==> src/logic/gtc_pkg.sv <==
// Purpose: Shared constants and types for the gated 16-bit timer/counter.
// Assumes: AXI4-Lite register access, 32-bit data, one word per register.
// Notes:   Control byte sits in the low bits of its word; upper bits read zero.
package gtc_pkg;

  // Register byte offsets
  localparam logic [7:0] OFF_COUNT_LOW  = 8'h00;
  localparam logic [7:0] OFF_COUNT_HIGH = 8'h04;
  localparam logic [7:0] OFF_STATUS     = 8'h08;
  localparam logic [7:0] OFF_MASK       = 8'h0c;
  localparam logic [7:0] OFF_CONTROL    = 8'h10;

  // Control field positions
  localparam int CTL_RUN_BIT   = 0;
  localparam int CTL_SRC_BIT   = 1;
  localparam int CTL_NOSYN_BIT = 2;
  localparam int CTL_OSC_BIT   = 3;
  localparam int CTL_PS_LSB    = 4;
  localparam int CTL_GATE_BIT  = 6;
  localparam int CTL_UNUSED    = 7;

  // Status / mask layout: one overflow bit
  localparam int STAT_OVF_BIT = 0;

  // Reset values
  localparam logic [7:0]  CONTROL_RESET = 8'h00;
  localparam logic [15:0] COUNT_RESET   = 16'h0000;
  localparam logic        STATUS_RESET  = 1'b0;
  localparam logic        MASK_RESET    = 1'b0;

  // Timing: system clock 50 MHz, instruction cycle is four clocks (Fosc/4)
  localparam int         CLOCK_HZ       = 50_000_000;
  localparam int         OSC_PER_INSTR  = 4;
  localparam logic [1:0] PHASE_LAST     = 2'(OSC_PER_INSTR - 1);

  // AXI responses
  localparam logic [1:0] RESP_OKAY   = 2'b00;
  localparam logic [1:0] RESP_SLVERR = 2'b10;

  // Control register contents
  typedef struct packed {
    logic       gateEn;     // Count only while gate pin is low
    logic [1:0] prescale;   // 1:1, 1:2, 1:4, 1:8
    logic       oscEn;      // Low-power oscillator as count source
    logic       noSync;     // External input left unsynchronised
    logic       clkSrc;     // 1 external pin, 0 instruction clock
    logic       runEn;      // Counter may increment
  } gtc_ctl_t;

  // Pin inputs after synchronisers
  typedef struct packed {
    logic gateN;
    logic extCount;
    logic lpOsc;
    logic sleep;
    logic intOscActive;
  } gtc_pins_t;

endpackage

==> src/logic/gtc_pin_sync.sv <==
// Purpose: Two-flop synchroniser for a group of pin inputs.
// Assumes: Inputs are asynchronous levels; reset is synchronous, active low.
// Notes:   Only the second stage may be read by downstream logic.
`timescale 1ns/10ps
`default_nettype none
module gtc_pin_sync #(
  parameter int WIDTH = 1
) (
  input  wire logic             clock,  // System clock
  input  wire logic             rst_n,  // Synchronous reset, active low
  input  wire logic [WIDTH-1:0] pinIn,  // Raw pin levels
  output logic      [WIDTH-1:0] syncOut // Synchronised levels
);

  logic [WIDTH-1:0] stage1_q;

  // First stage feeds only the second
  always_ff @(posedge clock) begin
    if (!rst_n) begin
      stage1_q <= '0;
      syncOut  <= '0;
    end else begin
      stage1_q <= pinIn;
      syncOut  <= stage1_q;
    end
  end

endmodule
`default_nettype wire

==> src/logic/gtc_timer.sv <==
// Purpose: Gated 16-bit timer/counter with prescaler, AXI4-Lite registers.
// Assumes: One 50 MHz clock stands for Fosc; pins pass two flops first.
// Notes:   "Unsynchronised" counting takes edges at once; synchronised
//          counting waits for the next instruction-cycle boundary.
// Notes on behaviour
// - With gate enabled and timer on, count only while gate pin low.
// - Prescale field 00..11 divides input by 1, 2, 4 or 8.
// - Oscillator-enable selects low-power oscillator only when internal oscillator active.
// - External clock: no-sync set leaves input unsynchronised, clear synchronises it.
// - Internal source ignores no-sync field and counts instruction clock.
// - Clock-source 1 counts external rising edges, 0 counts Fosc/4.
// - Control bit 7 is unimplemented and reads zero.
// - Unsynchronised external edges count independently of instruction phases.
// - Asynchronous counter keeps counting while processor sleeps.
// - Asynchronous overflow can raise a wake request out of sleep.
// - Byte reads of the count return a stable value.
// - Count write racing an increment may be unpredictable; write wins here.
// - Count rolls FFFFh to 0000h and sets the overflow flag.
// - Any write to either count byte clears the prescaler.
// - Timer mode at 1:1 prescale increments once per instruction cycle.
`timescale 1ns/10ps
`default_nettype none
module gtc_timer (
  input  wire logic        clock,         // System clock, 50 MHz
  input  wire logic        rst_n,         // Synchronous reset, active low
  // AXI4-Lite slave
  input  wire logic [7:0]  s_awaddr,      // Write address
  input  wire logic        s_awvalid,     // Write address valid
  output logic             s_awready,     // Write address ready
  input  wire logic [31:0] s_wdata,       // Write data
  input  wire logic [3:0]  s_wstrb,       // Write byte strobes
  input  wire logic        s_wvalid,      // Write data valid
  output logic             s_wready,      // Write data ready
  output logic [1:0]       s_bresp,       // Write response
  output logic             s_bvalid,      // Write response valid
  input  wire logic        s_bready,      // Write response ready
  input  wire logic [7:0]  s_araddr,      // Read address
  input  wire logic        s_arvalid,     // Read address valid
  output logic             s_arready,     // Read address ready
  output logic [31:0]      s_rdata,       // Read data
  output logic [1:0]       s_rresp,       // Read response
  output logic             s_rvalid,      // Read data valid
  input  wire logic        s_rready,      // Read data ready
  // Pins and system levels
  input  wire logic        gate_in_n,     // Gate pin, count while low
  input  wire logic        ext_count_in,  // External count input
  input  wire logic        lpOscIn,       // Low-power oscillator output level
  input  wire logic        sleepIn,       // Processor asleep
  input  wire logic        intOscActive,  // Internal osc without clock out
  output logic             lpOscEnable,   // Low-power oscillator on
  output logic             irq,           // Level interrupt
  output logic             wakeReq        // Wake request from sleep
);

  typedef struct packed {
    gtc_pkg::gtc_ctl_t ctl;
    logic [15:0]       count;
    logic [2:0]        pre;       // Prescale counter
    logic [1:0]        phase;     // Position in instruction cycle
    logic              srcPrev;   // Last external source level
    logic              armed;     // Falling edge seen
    logic              pending;   // Synchronised edge waiting for boundary
    logic              ovfFlag;
    logic              ovfMask;
    logic              awFull;
    logic [7:0]        awAddr;
    logic              wFull;
    logic [31:0]       wData;
    logic [3:0]        wStrb;
    logic              awRdy;
    logic              wRdy;
    logic              bValid;
    logic [1:0]        bResp;
    logic              arRdy;
    logic              rValid;
    logic [31:0]       rData;
    logic [1:0]        rResp;
    logic              irqOut;
    logic              wakeOut;
    logic              oscOut;
  } gtc_state_t;

  gtc_state_t        st_q;
  gtc_state_t        st_d;
  gtc_pkg::gtc_pins_t pins;

  // Every pin crosses two flops before use
  gtc_pin_sync #(
    .WIDTH ($bits(gtc_pkg::gtc_pins_t))
  ) gtc_pin_sync_i (
    .clock   (clock),
    .rst_n   (rst_n),
    .pinIn   ({gate_in_n, ext_count_in, lpOscIn, sleepIn, intOscActive}),
    .syncOut (pins)
  );

  // Prescale mask as a function of the field
  function automatic logic [2:0] psMask(input logic [1:0] ps);
    logic [2:0] m;
    m = 3'h0;
    unique case (ps)
      2'h0: m = 3'h0;
      2'h1: m = 3'h1;
      2'h2: m = 3'h3;
      2'h3: m = 3'h7;
    endcase
    return m;
  endfunction

  // Read mux, unmapped addresses answer SLVERR
  function automatic logic [33:0] readWord(input gtc_state_t s, input logic [7:0] a);
    logic [33:0] r;
    r = {gtc_pkg::RESP_OKAY, 32'h0000_0000};
    unique case (a)
      gtc_pkg::OFF_COUNT_LOW:  r[7:0] = s.count[7:0];
      gtc_pkg::OFF_COUNT_HIGH: r[7:0] = s.count[15:8];
      gtc_pkg::OFF_STATUS:     r[gtc_pkg::STAT_OVF_BIT] = s.ovfFlag;
      gtc_pkg::OFF_MASK:       r[gtc_pkg::STAT_OVF_BIT] = s.ovfMask;
      gtc_pkg::OFF_CONTROL:    r[7:0] = {1'b0, s.ctl};
      default:                 r[33:32] = gtc_pkg::RESP_SLVERR;
    endcase
    return r;
  endfunction

  logic        instrTick;
  logic        useLpOsc;
  logic        srcLevel;
  logic        srcRise;
  logic        srcFall;
  logic        asyncMode;
  logic        allowed;
  logic        srcTick;
  logic        incTick;
  logic        doWrite;
  logic        wrCount;
  logic [16:0] sum;
  logic [33:0] rd;

  always_comb begin
    st_d = st_q;
    st_d.phase = st_q.phase + 2'h1;
    instrTick  = (st_q.phase == gtc_pkg::PHASE_LAST);

    // oscillator field only honoured on internal oscillator
    useLpOsc = st_q.ctl.oscEn && pins.intOscActive;
    srcLevel = useLpOsc ? pins.lpOsc : pins.extCount;
    st_d.srcPrev = srcLevel;
    srcRise  = srcLevel && !st_q.srcPrev;
    srcFall  = !srcLevel && st_q.srcPrev;
    asyncMode = st_q.ctl.clkSrc && st_q.ctl.noSync;

    allowed = st_q.ctl.runEn && !(st_q.ctl.gateEn && pins.gateN);
    // only the asynchronous counter runs in sleep
    if (pins.sleep && !asyncMode) begin
      allowed = 1'b0;
    end

    // falling edge arms the first rising edge
    if (srcFall) begin
      st_d.armed = 1'b1;
    end
    if (!st_q.ctl.runEn || !st_q.ctl.clkSrc) begin
      st_d.armed = srcFall;
    end

    srcTick = 1'b0;
    if (!st_q.ctl.clkSrc) begin
      // internal source counts Fosc/4, no-sync ignored
      srcTick = instrTick && allowed;
    end else if (st_q.ctl.noSync) begin
      srcTick = srcRise && st_q.armed && allowed;
    end else begin
      // synchronised edge held until cycle boundary
      if (srcRise && st_q.armed && allowed) begin
        st_d.pending = 1'b1;
      end
      if (instrTick) begin
        srcTick      = st_q.pending || (srcRise && st_q.armed && allowed);
        st_d.pending = 1'b0;
      end
    end

    incTick = 1'b0;
    if (srcTick) begin
      st_d.pre = st_q.pre + 3'h1;
      incTick  = ((st_q.pre & psMask(st_q.ctl.prescale)) == psMask(st_q.ctl.prescale));
      if (incTick) begin
        st_d.pre = 3'h0;
      end
    end

    sum = {1'b0, st_q.count} + 17'h00001;
    if (incTick) begin
      st_d.count = sum[15:0];
    end

    // AXI write channels taken independently
    if (s_awvalid && st_q.awRdy) begin
      st_d.awFull = 1'b1;
      st_d.awAddr = s_awaddr;
    end
    if (s_wvalid && st_q.wRdy) begin
      st_d.wFull = 1'b1;
      st_d.wData = s_wdata;
      st_d.wStrb = s_wstrb;
    end
    if (st_q.bValid && s_bready) begin
      st_d.bValid = 1'b0;
    end

    doWrite = st_q.awFull && st_q.wFull && !st_q.bValid;
    wrCount = 1'b0;
    if (doWrite) begin
      st_d.awFull = 1'b0;
      st_d.wFull  = 1'b0;
      st_d.bValid = 1'b1;
      st_d.bResp  = gtc_pkg::RESP_OKAY;
      if (st_q.wStrb[0]) begin
        unique case (st_q.awAddr)
          gtc_pkg::OFF_COUNT_LOW: begin
            st_d.count[7:0] = st_q.wData[7:0];
            wrCount = 1'b1;
          end
          gtc_pkg::OFF_COUNT_HIGH: begin
            st_d.count[15:8] = st_q.wData[7:0];
            wrCount = 1'b1;
          end
          gtc_pkg::OFF_STATUS: begin
            if (st_q.wData[gtc_pkg::STAT_OVF_BIT]) begin
              st_d.ovfFlag = 1'b0;
            end
          end
          gtc_pkg::OFF_MASK:    st_d.ovfMask = st_q.wData[gtc_pkg::STAT_OVF_BIT];
          gtc_pkg::OFF_CONTROL: st_d.ctl = st_q.wData[gtc_pkg::CTL_UNUSED-1:0];
          default:              st_d.bResp = gtc_pkg::RESP_SLVERR;
        endcase
      end else begin
        unique case (st_q.awAddr)
          gtc_pkg::OFF_COUNT_LOW, gtc_pkg::OFF_COUNT_HIGH, gtc_pkg::OFF_STATUS,
          gtc_pkg::OFF_MASK, gtc_pkg::OFF_CONTROL: st_d.bResp = gtc_pkg::RESP_OKAY;
          default: st_d.bResp = gtc_pkg::RESP_SLVERR;
        endcase
      end
    end

    if (wrCount) begin
      st_d.pre     = 3'h0;
      st_d.pending = 1'b0;
    end

    // set wins over a same-cycle clear
    if (incTick && sum[16] && !wrCount) begin
      st_d.ovfFlag = 1'b1;
    end

    // Hold off new writes until the response drains
    st_d.awRdy = !st_d.awFull && !st_d.bValid;
    st_d.wRdy  = !st_d.wFull && !st_d.bValid;

    // read returns the settled count byte
    rd = readWord(st_q, s_araddr);
    if (s_arvalid && st_q.arRdy) begin
      st_d.rValid = 1'b1;
      st_d.rData  = rd[31:0];
      st_d.rResp  = rd[33:32];
    end else if (st_q.rValid && s_rready) begin
      st_d.rValid = 1'b0;
    end
    st_d.arRdy = !st_d.rValid;

    // Outputs registered from next state
    st_d.irqOut  = st_d.ovfFlag && st_d.ovfMask;
    // async overflow wakes a sleeping processor
    st_d.wakeOut = st_d.irqOut && pins.sleep && st_q.ctl.clkSrc && st_q.ctl.noSync;
    st_d.oscOut  = st_d.ctl.oscEn && pins.intOscActive;
  end

  // Single state register
  always_ff @(posedge clock) begin
    if (!rst_n) begin
      st_q         <= '0;
      st_q.ctl     <= gtc_pkg::CONTROL_RESET[gtc_pkg::CTL_UNUSED-1:0];
      st_q.count   <= gtc_pkg::COUNT_RESET;
      st_q.ovfFlag <= gtc_pkg::STATUS_RESET;
      st_q.ovfMask <= gtc_pkg::MASK_RESET;
    end else begin
      st_q <= st_d;
    end
  end

  // Outputs straight from state flops
  assign s_awready   = st_q.awRdy;
  assign s_wready    = st_q.wRdy;
  assign s_bvalid    = st_q.bValid;
  assign s_bresp     = st_q.bResp;
  assign s_arready   = st_q.arRdy;
  assign s_rvalid    = st_q.rValid;
  assign s_rdata     = st_q.rData;
  assign s_rresp     = st_q.rResp;
  assign irq         = st_q.irqOut;
  assign wakeReq     = st_q.wakeOut;
  assign lpOscEnable = st_q.oscOut;

endmodule
`default_nettype wire

==> config.mk <==
export PLATFORM = sky130hd
export DESIGN_NAME = gtc_timer
export DESIGN_NICKNAME = d
export VERILOG_FILES = /design/src/logic/gtc_pkg.sv /design/src/logic/gtc_pin_sync.sv /design/src/logic/gtc_timer.sv
export SDC_FILE = /design/constraint.sdc
export NUM_CORES = 1
export LEC_CHECK = 0
export BUFFER_PORTS_ARGS = -buffer_cell sky130_fd_sc_hd__buf_2
export CAP_MARGIN = 20
export CELL_PAD_IN_SITES_DETAIL_PLACEMENT = 1
export CELL_PAD_IN_SITES_GLOBAL_PLACEMENT = 2
export CORE_MARGIN = 1
export CORE_UTILIZATION = 26
export CTS_CLUSTER_DIAMETER = 150
export DETAILED_ROUTE_END_ITERATION = 8
export PLACE_DENSITY_LB_ADDON = 0.25
export SYNTH_ARGS = -nofsm -noshare
export SYNTH_HDL_FRONTEND = slang
export SYNTH_SLANG_ARGS = --single-unit
==> constraint.sdc <==
create_clock -name clock -period 1.8 [get_ports clock]
set_input_delay 0.27 -clock clock [delete_from_list [all_inputs] [get_ports clock]]
set_output_delay 0.27 -clock clock [all_outputs]
set_load 0.02 [all_outputs]
# Word level (Yosys, flattened, before mapping)
# Cells that the tools add are included.
[word_totals]
ff_bits = 109
in_bits = 64
output_inout_bits = 44
wordCells = 141
[op_classes]
n_addsub = 3
eq_ne = 13
mux = 39
n_bitwise = 3
reduce_logical = 51
[ops]
columns = ["cell", "count"]
rows = [
  ["two-way mux 20 bit", 2],
  ["two-way mux 37 bit", 1],
  ["equality test 8 x 4 -> 1 bit (second input constant)", 4],
  ["logical AND 1 bit", 26],
  ["two-way mux 1 bit", 21],
  ["one-hot mux 7 bit (3 select lines)", 1],
  ["adder 16 x 1 -> 17 bit (second input constant)", 1],
  ["equality test 8 x 3 -> 1 bit (second input constant)", 2],
  ["equality test 8 x 5 -> 1 bit (second input constant)", 2],
  ["logical NOT 8 bit", 2],
  ["two-way mux 16 bit", 1],
  ["two-way mux 8 bit", 2],
  ["logical NOT 1 bit", 12],
  ["two-way mux 3 bit", 4],
  ["one-hot mux 3 bit (4 select lines)", 1],
  ["OR reduction 5 bit", 2],
  ["two-way mux 9 bit", 1],
  ["equality test 2 bit (second input constant)", 3],
  ["two-way mux 2 bit", 3],
  ["AND reduction 3 bit", 2],
  ["one-hot mux 1 bit (5 select lines)", 1],
  ["two-way mux 4 bit", 1],
  ["nonzero test 2 bit", 2],
  ["OR reduction 2 bit", 2],
  ["8 further kinds", 10],
]

# Depth between registers and ports, before layout
# Gate-level depths: netlist (run 1).
[logic_depth]
depth_word = 20
mapped_depth = 8
ltp_nobuf = 7

# By module
# From an unflattened synthesis (run 1), not the netlist that was laid out.
[hier_totals]
hier_cells = 440
area_unflattened_um2 = 3772.4
[modules_own_cells]
columns = ["mod", "n_inst", "cells_each", "area_per_inst_um2", "seq_area_each_um2"]
rows = [
  ["gtc_timer", 1, 420, 3509.6, 1401.3],
  ["gtc_pin_sync", 1, 20, 262.8, 200.2],
]

# Worst setup path after synthesis (run 1)
# No wires, ideal clock.
[synth_timing]
kind = "reg2reg"
startpoint = "reg st_q[82] in the netlist's numbering"
endpoint = "reg st_q, in the netlist lpOscEnable"
setup_ps = 115
t_arrival_ps = 1692
t_required_ps = 1685
slack_ps = -7
stages_incl_launch_ff = 7
path_buffers = 0
period_less_slack_ps = 1807
path_cell_list = "dfxtp_1 or4_4 nor3_1 nand4_2 mux2i_1 nor2_1 and2_1"
[synth_between]
elab_chain_len = 5
[synth_lines]
columns = ["item", "line", "text"]
rows = [
  ["start, declared", "gtc_timer.sv:83", "gtc_state_t st_q;"],
  ["start signal, assigned", "gtc_timer.sv:287", "st_q <= st_d;"],
  ["equality test 8 x 5 -> 1 bit", "gtc_timer.sv:219", "unique case (st_q.awAddr)"],
  ["two-way mux 4 bit", "gtc_timer.sv:219", ""],
  ["two-way mux 20 bit", "gtc_timer.sv:218", "if (st_q.wStrb[0]) begin"],
  ["two-way mux 20 bit", "gtc_timer.sv:213", "if (doWrite) begin"],
  ["logical AND 1 bit", "gtc_timer.sv:275", "st_d.oscOut = st_d.ctl.oscEn && pins.intOscActive;"],
]
# No other way between the ends.
# A chain may end at the register's enable or synchronous reset.

# Final worst setup path (run 1)
[layout_timing]
startpoint = "reg st_q[82] in the netlist's numbering"
endpoint = "reg st_q[91] in the netlist's numbering"
[layout_between]
elab_chain_len = 8
word_cells_on_any_way = 13
classes_between = "2 x eq/ne; 7 x mux; 4 x reduce/logical"
[layout_lines]
columns = ["item", "line", "text"]
rows = [
  ["equality test 8 x 3 -> 1 bit / logical NOT 8 bit (equally long branches)", "gtc_timer.sv:219", ""],
  ["OR reduction 2 bit (no line)", "--", ""],
  ["two-way mux 1 bit", "gtc_timer.sv:219", ""],
  ["two-way mux 1 bit", "gtc_timer.sv:218", ""],
  ["two-way mux 1 bit", "gtc_timer.sv:213", ""],
  ["logical NOT 1 bit", "gtc_timer.sv:252", "if (incTick && sum[16] && !wrCount) begin"],
  ["logical AND 1 bit", "gtc_timer.sv:252", ""],
  ["two-way mux 1 bit (*)", "gtc_timer.sv:252", ""],
]
# Every way passes the cells marked *; elsewhere a longest branch is shown, timed or not.

==> results of run 1 <==
## registers in the layout, indices dropped and copies added (netlist names)
signal / flops
st_q: 52
s_rdata: 8
gtc_pin_sync_i.stage1_q: 5
gtc_pin_sync_i.syncOut: 5
irq: 1
lpOscEnable: 1
s_arready: 1
s_awready: 1
s_bresp: 1
s_bvalid: 1
s_rresp: 1
s_rvalid: 1
s_wready: 1
wakeReq: 1
## cell usage in the layout, fill, tap and decap left out, types with 3 or more instances in the layout
cell,instances
a211oi_1,4
a21oi_1,34
a22oi_1,6
and2_1,17
and3_1,3
buf_2,54
buf_4,34
buf_6,3
bufinv_16,3
clkbuf_16,9
conb_1,26
dfxtp_1,79
ha_1,3
inv_1,6
mux2i_1,17
nand2_1,60
nand2_2,9
nand2b_1,3
nand3_1,10
nand4_1,3
nor2_1,32
nor2b_1,3
nor3_1,10
nor3_2,5
nor4_1,5
nor4_4,3
o21ai_0,18
o21ai_1,9
xnor2_1,15
## what timing repair did
item / in CTS / in global routing
setup endpoints to repair: 16 / 31
cloned: 0 / 1
gates resized for setup: 24 / 24
pin swaps: 3 / 1
hold buffers: 0 / 0
setup buffers: 1 / 1
## cells by family after synthesis
logic type	after synthesis	synth area share, %
and+or+nand+nor	173	22.9
AOI/OAI and AO/OA	86	13.5
DFF	80	43.7
buffers and inverters	62	10.2
muxes	18	4.95
xor gates and xnor gates	15	3.58
adders and majority gates	3	1.02
other	1	0.102
## critical path, delay by kind of cell, from the launching register on
| family | cells | cell delay [ps] |
|---|---|---|
| compound gates | 2 | 200 |
| flops | 1 | 320 |
| simple gates | 3 | 850 |
| buf+inv | 2 | 350 |
## cell type report
class                           count  share of cell area, %
Timing Repair Buffer               92                   12.4
Clock buffer                       10                   4.89
Multi-Input combinational cell    321                   40.7
Sequential cell                    80                   34.3
Clock inverter                      5                   2.27
Inverter                            8                  0.642
Tap cell                          180                   4.81
## power by group
group | total [mW] | internal, mW | leakage [nW] | switching [mW]
Clock | 2.07 | 1.35 | 0.159 | 0.720
Sequential | 1.86 | 1.82 | 0.651 | 0.0389
Combinational | 0.274 | 0.0933 | 1.07 | 0.181
Total | 4.20 | 3.26 | 1.88 | 0.940
## routing by layer
layer | up-vias | GRT usage (%)
li1 | 1585 | -
met1 | 1494 | 18.0
met2 | 62 | 23.6
met3 | 9 | 3.58
met4 | 0 | 6.02
met5 | - | 0
## how the worst max path moves through the flow
| stage | end | slack [ps] | depth (start not counted) |
|---|---|---|---|
| final | st_q[91] | -50 | 7 |
| after detailed placement | st_q[112] | -80 | 7 |
| after CTS | wakeReq | -50 | 6 |
| after global routing | wakeReq | -140 | 6 |
| after floorplan | lpOscEnable | 20 | 6 |
| after global placement | st_q[114] | -40 | 8 |
## metrics by stage
stage	cells	instance area [um^2]	setup slack [ps]	power [mW]	utilization [%]
after floorplan	463	3760	17.3	2.11	-
after global placement	678	4190	-35.0	2.16	30.3
after detailed placement	678	4190	-80.8	2.17	30.3
after CTS	694	4580	-52.8	4.27	33.1
after global routing	696	4680	-141	4.38	33.8
final	696	4680	-48.1	4.20	33.8
==> run summary, run 1 <==
Worst path most repeated cell: buf_4
Post-synth top cells: dfxtp_1 (80), nand2_1 (70), buf_4 (37)
first-pass GRT wire length: 15.9 mm
post-route ant nets: 0
die area: 14600 um^2
depth of the CTS H-tree: 3
maximum vdd drop: 0.466 mV
DR vias/cell: 4.53
violated checks: negative setup slack
ant diodes: 0
Setup Viol. Count Final: 11
Detail Route met3 WL: 326 um
Synth top area share: 43.7%
run status: complete, but fails checks
grt total ovfl: 0
Highest Signal Layer: met4
crit-path cells: or4_4 > nor4_4 > buf_4 > a21boi_2 > a31oi_1 > buf_4 > nor2_1
detailed router's first-iteration violation count: 117
Die Wd: 121 um
First-pass DRT Iterations: 4
unrepaired setup endpoints after global routing: true
final slew viol count: 0
Hold WC Path Type: primary input to register
Reg2Reg Depth: 7
Post-synth EDFFs: 0
wl on met1: 4.74 mm
Post-Syn Area: 3670 um^2
Hold Path Depth: 2
FP Rows: 43
nature of the critical path endpoint: register
Worst Path Arrival: 2060 ps
DRC violations left: 0
Power per Cell Area: 898 nW/um^2
Seq/Total Area, Yosys: 43.7%
Total Wirelength: 9.84 mm
slowest stage cell on the critical path: or4_4
fillcell total: 1644
antenna violations before repair: 0
dominant cell type by area after synthesis: dfxtp_1
Highest Clock Rate: 541 MHz
RR Endpoint: st_q[91]
top cells by area, synth: dfxtp_1 (44%), buf_4 (7.6%), nand2_1 (7.2%), a21oi_1 (4.9%), mux2i_1 (4.6%)
Hold Slack: 132 ps
max cap viols: 0
Clk Latency, worst-skew pair: 340 ps
final hold viol count: 0
# nets final: 579
reg2reg start: st_q[82]
Setup CP Type: register to register
RePlAce Congestion: 0.805
GRT Total Usage: 14.4%
met2 WL: 4.61 mm
crit start category: register
CTS buffer count: 9
R2R setup slack: -50 ps
Netlist cell types: 43
TritonCTS Sinks: 80
Worst Hold End: gtc_pin_sync_i.stage1_q[3]
Async S/R FF share, synth: 0%
vias in the first global route: 3196
register area: 1600 um^2
Yosys reg bits: 80
Final period util: 103%
Clock Skew: 6.48 ps
I/O Pins: 108
Synth Area per Inst: 8.37 um^2
minimum clock period: 1850 ps
WL per Instance: 14.1 um
CP startpoint: st_q[82]
leak pwr: 1.88 nW
Synth warnings: 0
layout cells sized above 1: 27.1%
Max Fanout on Critical Path: 4
dpl hpwl: 7.40 mm
setup TNS: -209 ps
Max stage delay on crit path: 560 ps
setup ws final: -48.1 ps
Initial Utilization: 26.5%
largest net degree at the start of global routing: 42
multi-input logic area: 1910 um^2
HP Start: ext_count_in
Clock transition at path regs: 60 ps
IO Port Bufs: 54
DR vias: 3150
ys flop type: dfxtp_1
CTS tree: yes
CTS Buffer Depth: 2
Core Footprint: 13800 um^2
count leader, synth: dfxtp_1
die span in y: 121 um
Critical Path RT: 2010 ps
area grow syn2layout: 27.6%
root buffer cell: clkbuf_16
cells after synthesis: 438
Note: power is estimated with default switching activity, not from simulation.
==> run 2, diff against run 1 <==
--- a/config.mk
+++ b/config.mk
@@ -7,13 +7,13 @@
 export LEC_CHECK = 0
 export BUFFER_PORTS_ARGS = -buffer_cell sky130_fd_sc_hd__buf_2
 export CAP_MARGIN = 20
-export CELL_PAD_IN_SITES_DETAIL_PLACEMENT = 1
-export CELL_PAD_IN_SITES_GLOBAL_PLACEMENT = 2
 export CORE_MARGIN = 1
-export CORE_UTILIZATION = 26
+export CORE_UTILIZATION = 35
 export CTS_CLUSTER_DIAMETER = 150
 export DETAILED_ROUTE_END_ITERATION = 8
+export HOLD_SLACK_MARGIN = 0.06
 export PLACE_DENSITY_LB_ADDON = 0.25
 export SYNTH_ARGS = -nofsm -noshare
 export SYNTH_HDL_FRONTEND = slang
+export SYNTH_HIERARCHICAL = 1
 export SYNTH_SLANG_ARGS = --single-unit
==> run summary, run 2 <==
DR vias: 3094 (-1.8%)
layout cells sized above 1: 26.7% (-0.43 points)
switch share: 28.5% (+6.1 points)
vias in the first global route: 2837 (-11%)
count leader, synth: dfxtp_1
largest net degree at the start of global routing: 20 (-52%)
Clock transition at path regs: 90 ps (+30 ps)
crit start category: register
WL per Instance: 13.1 um (-7.2%)
commonest non-fill, non-tap cell in the layout: dfxtp_1
Final period util: 104% (+1.4 points)
Core Footprint: 10400 um^2 (-25%)
GRT Total Usage: 16.1% (+1.7 points)
unrepaired setup endpoints after global routing: true
final slew viol count: 0 (unchanged)
antenna violations before repair: 0 (unchanged)
DR vias/cell: 4.77 (+5.3%)
dominant cell type by area after synthesis: dfxtp_1
TritonCTS Sinks: 80 (unchanged)
final hold viol count: 0 (unchanged)
NetSw: 0.972 mW (+3.4%)
Clk Latency, worst-skew pair: 360 ps (+20 ps)
Die Wd: 106 um (-12%)
R2R setup slack: -70 ps (-30 ps)
die span in y: 106 um (-12%)
Setup Viol. Count Final: 9 (-2)
Critical Path RT: 2070 ps (+60 ps)
reg2reg start: st_q[81]
leak pwr: 1.76 nW (-6.7%)
max cap viols: 0 (unchanged)
Most flops, register: st_q
area grow syn2layout: 18.9%
nature of the critical path endpoint: register
First-pass DRT Iterations: 4 (unchanged)
top cells by area, synth: dfxtp_1 (42%), buf_4 (7.4%), nand2_1 (6.6%), a21oi_1 (4.9%), mux2i_1 (4.0%)
ant diodes: 0 (unchanged)
Seq/Total Area, Yosys: 42.5% (-1.2 points)
maximum vdd drop: 0.304 mV (-35%)
# nets final: 575 (-0.69%)
IO Port Bufs: 54 (unchanged)
Reg2Reg Depth: 6 (-1)
CTS Buffer Depth: 2 (unchanged)
Worst Path Arrival: 2140 ps (+80 ps)
I/O Pins: 108 (unchanged)
depth of the CTS H-tree: 3 (unchanged)
most frequent cells in the layout: dfxtp_1 (79), nand2_1 (66), buf_2 (54)
fillcell total: 1037 (-37%)
crit path capture: lpOscEnable
Setup CP Type: register to register
Setup WS pre-CTS: -92.3 ps (-11.5 ps)
Max Fanout on Critical Path: 4 (unchanged)
combinational share of power: 8.0% (+1.5 points)
Power per Cell Area: 761 nW/um^2 (-15%)
first-pass GRT wire length: 14.0 mm (-12%)
Initial Utilization: 36.4% (+9.9 points)
RR Endpoint: lpOscEnable
root buffer cell: clkbuf_8
Synth Area per Inst: 8.57 um^2 (+2.4%)
Post-synth top cells: dfxtp_1 (80), nand2_1 (66), a21oi_1 (37), buf_4 (37), nor2_1 (33)
Hold WC Path Type: primary input to register
Synth top area share: 42.5% (-1.2 points)
Highest Clock Rate: 534 MHz (-1.4%)
DRC violations left: 0 (unchanged)
RePlAce Congestion: 0.855 (+6.1%)
register share of total power: 54.5% (+10 points)
CTS tree: yes
Total Wirelength: 8.51 mm (-14%)
post-route ant nets: 0 (unchanged)
CP startpoint: st_q[81]
detailed router's first-iteration violation count: 79 (-32%)
Yosys reg bits: 80 (unchanged)
Synth warnings: 6 (+6)
max FFs per register: 52 (unchanged)
Post-synth EDFFs: 0 (unchanged)
minimum clock period: 1870 ps (+25.3 ps)
Post-Syn Area: 3770 um^2 (+2.9%)
dpl hpwl: 6.37 mm (-14%)
power share of the clock group: 37.5% (-12 points)
setup TNS: -346 ps (-136 ps)
CTS buffer count: 9 (unchanged)
die area: 11200 um^2 (-23%)
Async S/R FF share, synth: 0% (unchanged)
Clock Skew: 7.44 ps (+0.963 ps)
grt total ovfl: 0 (unchanged)
cells after synthesis: 440 (+0.46%)
violated checks: negative setup slack
Total Power: 3.41 mW (-19%)
FP Rows: 37 (-14%)
run status: complete, but fails checks
Hold Slack: 103 ps (-28.7 ps)
hold buffers post-CTS: 0 (unchanged)
ys flop type: dfxtp_1
Netlist cell types: 52 (+21%)
Int Power: 2.44 mW (-25%)
setup ws final: -73.4 ps (-25.3 ps)
==> run 2: kinds of logic (layout without fill, tap and decap cells) <==
kind of cell | after synthesis | after routing | synth area share (%)
AO/OA/AOI/OAI | 83 | 83 | 12.9
XOR/XNOR | 15 | 15 | 3.48
adder cells (fa/ha/maj) | 3 | 3 | 0.995
buffers and inverters | 63 | 111 | 10.7
flip-flops | 80 | 80 | 42.5
multiplexers | 15 | 15 | 3.98
other | 1 | 26 | 0.0994
AND/OR/NAND/NOR | 180 | 180 | 25.4
==> run 2: final cells by class <==
type                            count  area, um^2  area share (%)
Clock buffer                        9         124            2.76
Clock inverter                      7        60.1            1.34
Inverter                            7        26.3           0.586
Multi-Input combinational cell    322        1940            43.3
Sequential cell                    80        1600            35.7
Tap cell                          136         170            3.79
Timing Repair Buffer               88         558            12.4
==> run 2: layer usage <==
metal / vias to the layer above / routed length (um) / GRT usage, %
met3: 11 / 454 / 2.97
met5: - / 0 / 0
met1: 1410 / 4130 / 21.5
met4: 0 / 123 / 6.85
li1: 1579 / - / -
met2: 94 / 3800 / 25.4
==> run 2: power groups by stage <==
| stage | logic (mW) | clock network (mW) | registers, mW |
|---|---|---|---|
| after global routing | 0.307 | 1.40 | 1.87 |
| final | 0.274 | 1.28 | 1.86 |
| after global placement | 0.263 | 0 | 1.90 |
| after detailed placement | 0.266 | 0 | 1.90 |
| after floorplan | 0.216 | 0 | 1.89 |
| after CTS | 0.268 | 1.31 | 1.86 |
==> run 2: what timing repair did <==
action | 4_1_cts | 5_1_grt
setup buffers | 3 | 2
pin swaps | 3 | 5
endpoints found under the hold margin | 0 | 0
endpoints found under the setup margin | 16 | 30
resized for setup | 5 | 18
==> run 2: worst max-delay path: stages (launching register included) <==
cell	delay, ps
dfxtp_1	320
or4_4	560
nor3_4	160
and4_4	300
mux2i_4	230
nor2_2	50
and2_1	160
==> run 2: worst min path at each step <==
stage	start	cells after the start	endpoint	slack, ps
6_report	intOscActive	2	gtc_pin_sync_i/stage1_q[0]	100
2_1_floorplan	rst_n	1	gtc_pin_sync_i/stage1_q[0]	390
4_1_cts	intOscActive	2	gtc_pin_sync_i/stage1_q[0]	80
3_5_place_dp	st_q[95]	1	st_q[95]	410
5_1_grt	intOscActive	2	gtc_pin_sync_i/stage1_q[0]	90
3_3_place_gp	st_q[95]	1	st_q[95]	410
==> run 2: stage by stage <==
step,util (%),cells,instance area (um^2)
after CTS,42.5,647,4400
after floorplan,-,465,3870
final,43.3,649,4490
after global placement,40.3,628,4180
after global routing,43.3,649,4490
after detailed placement,40.3,628,4180
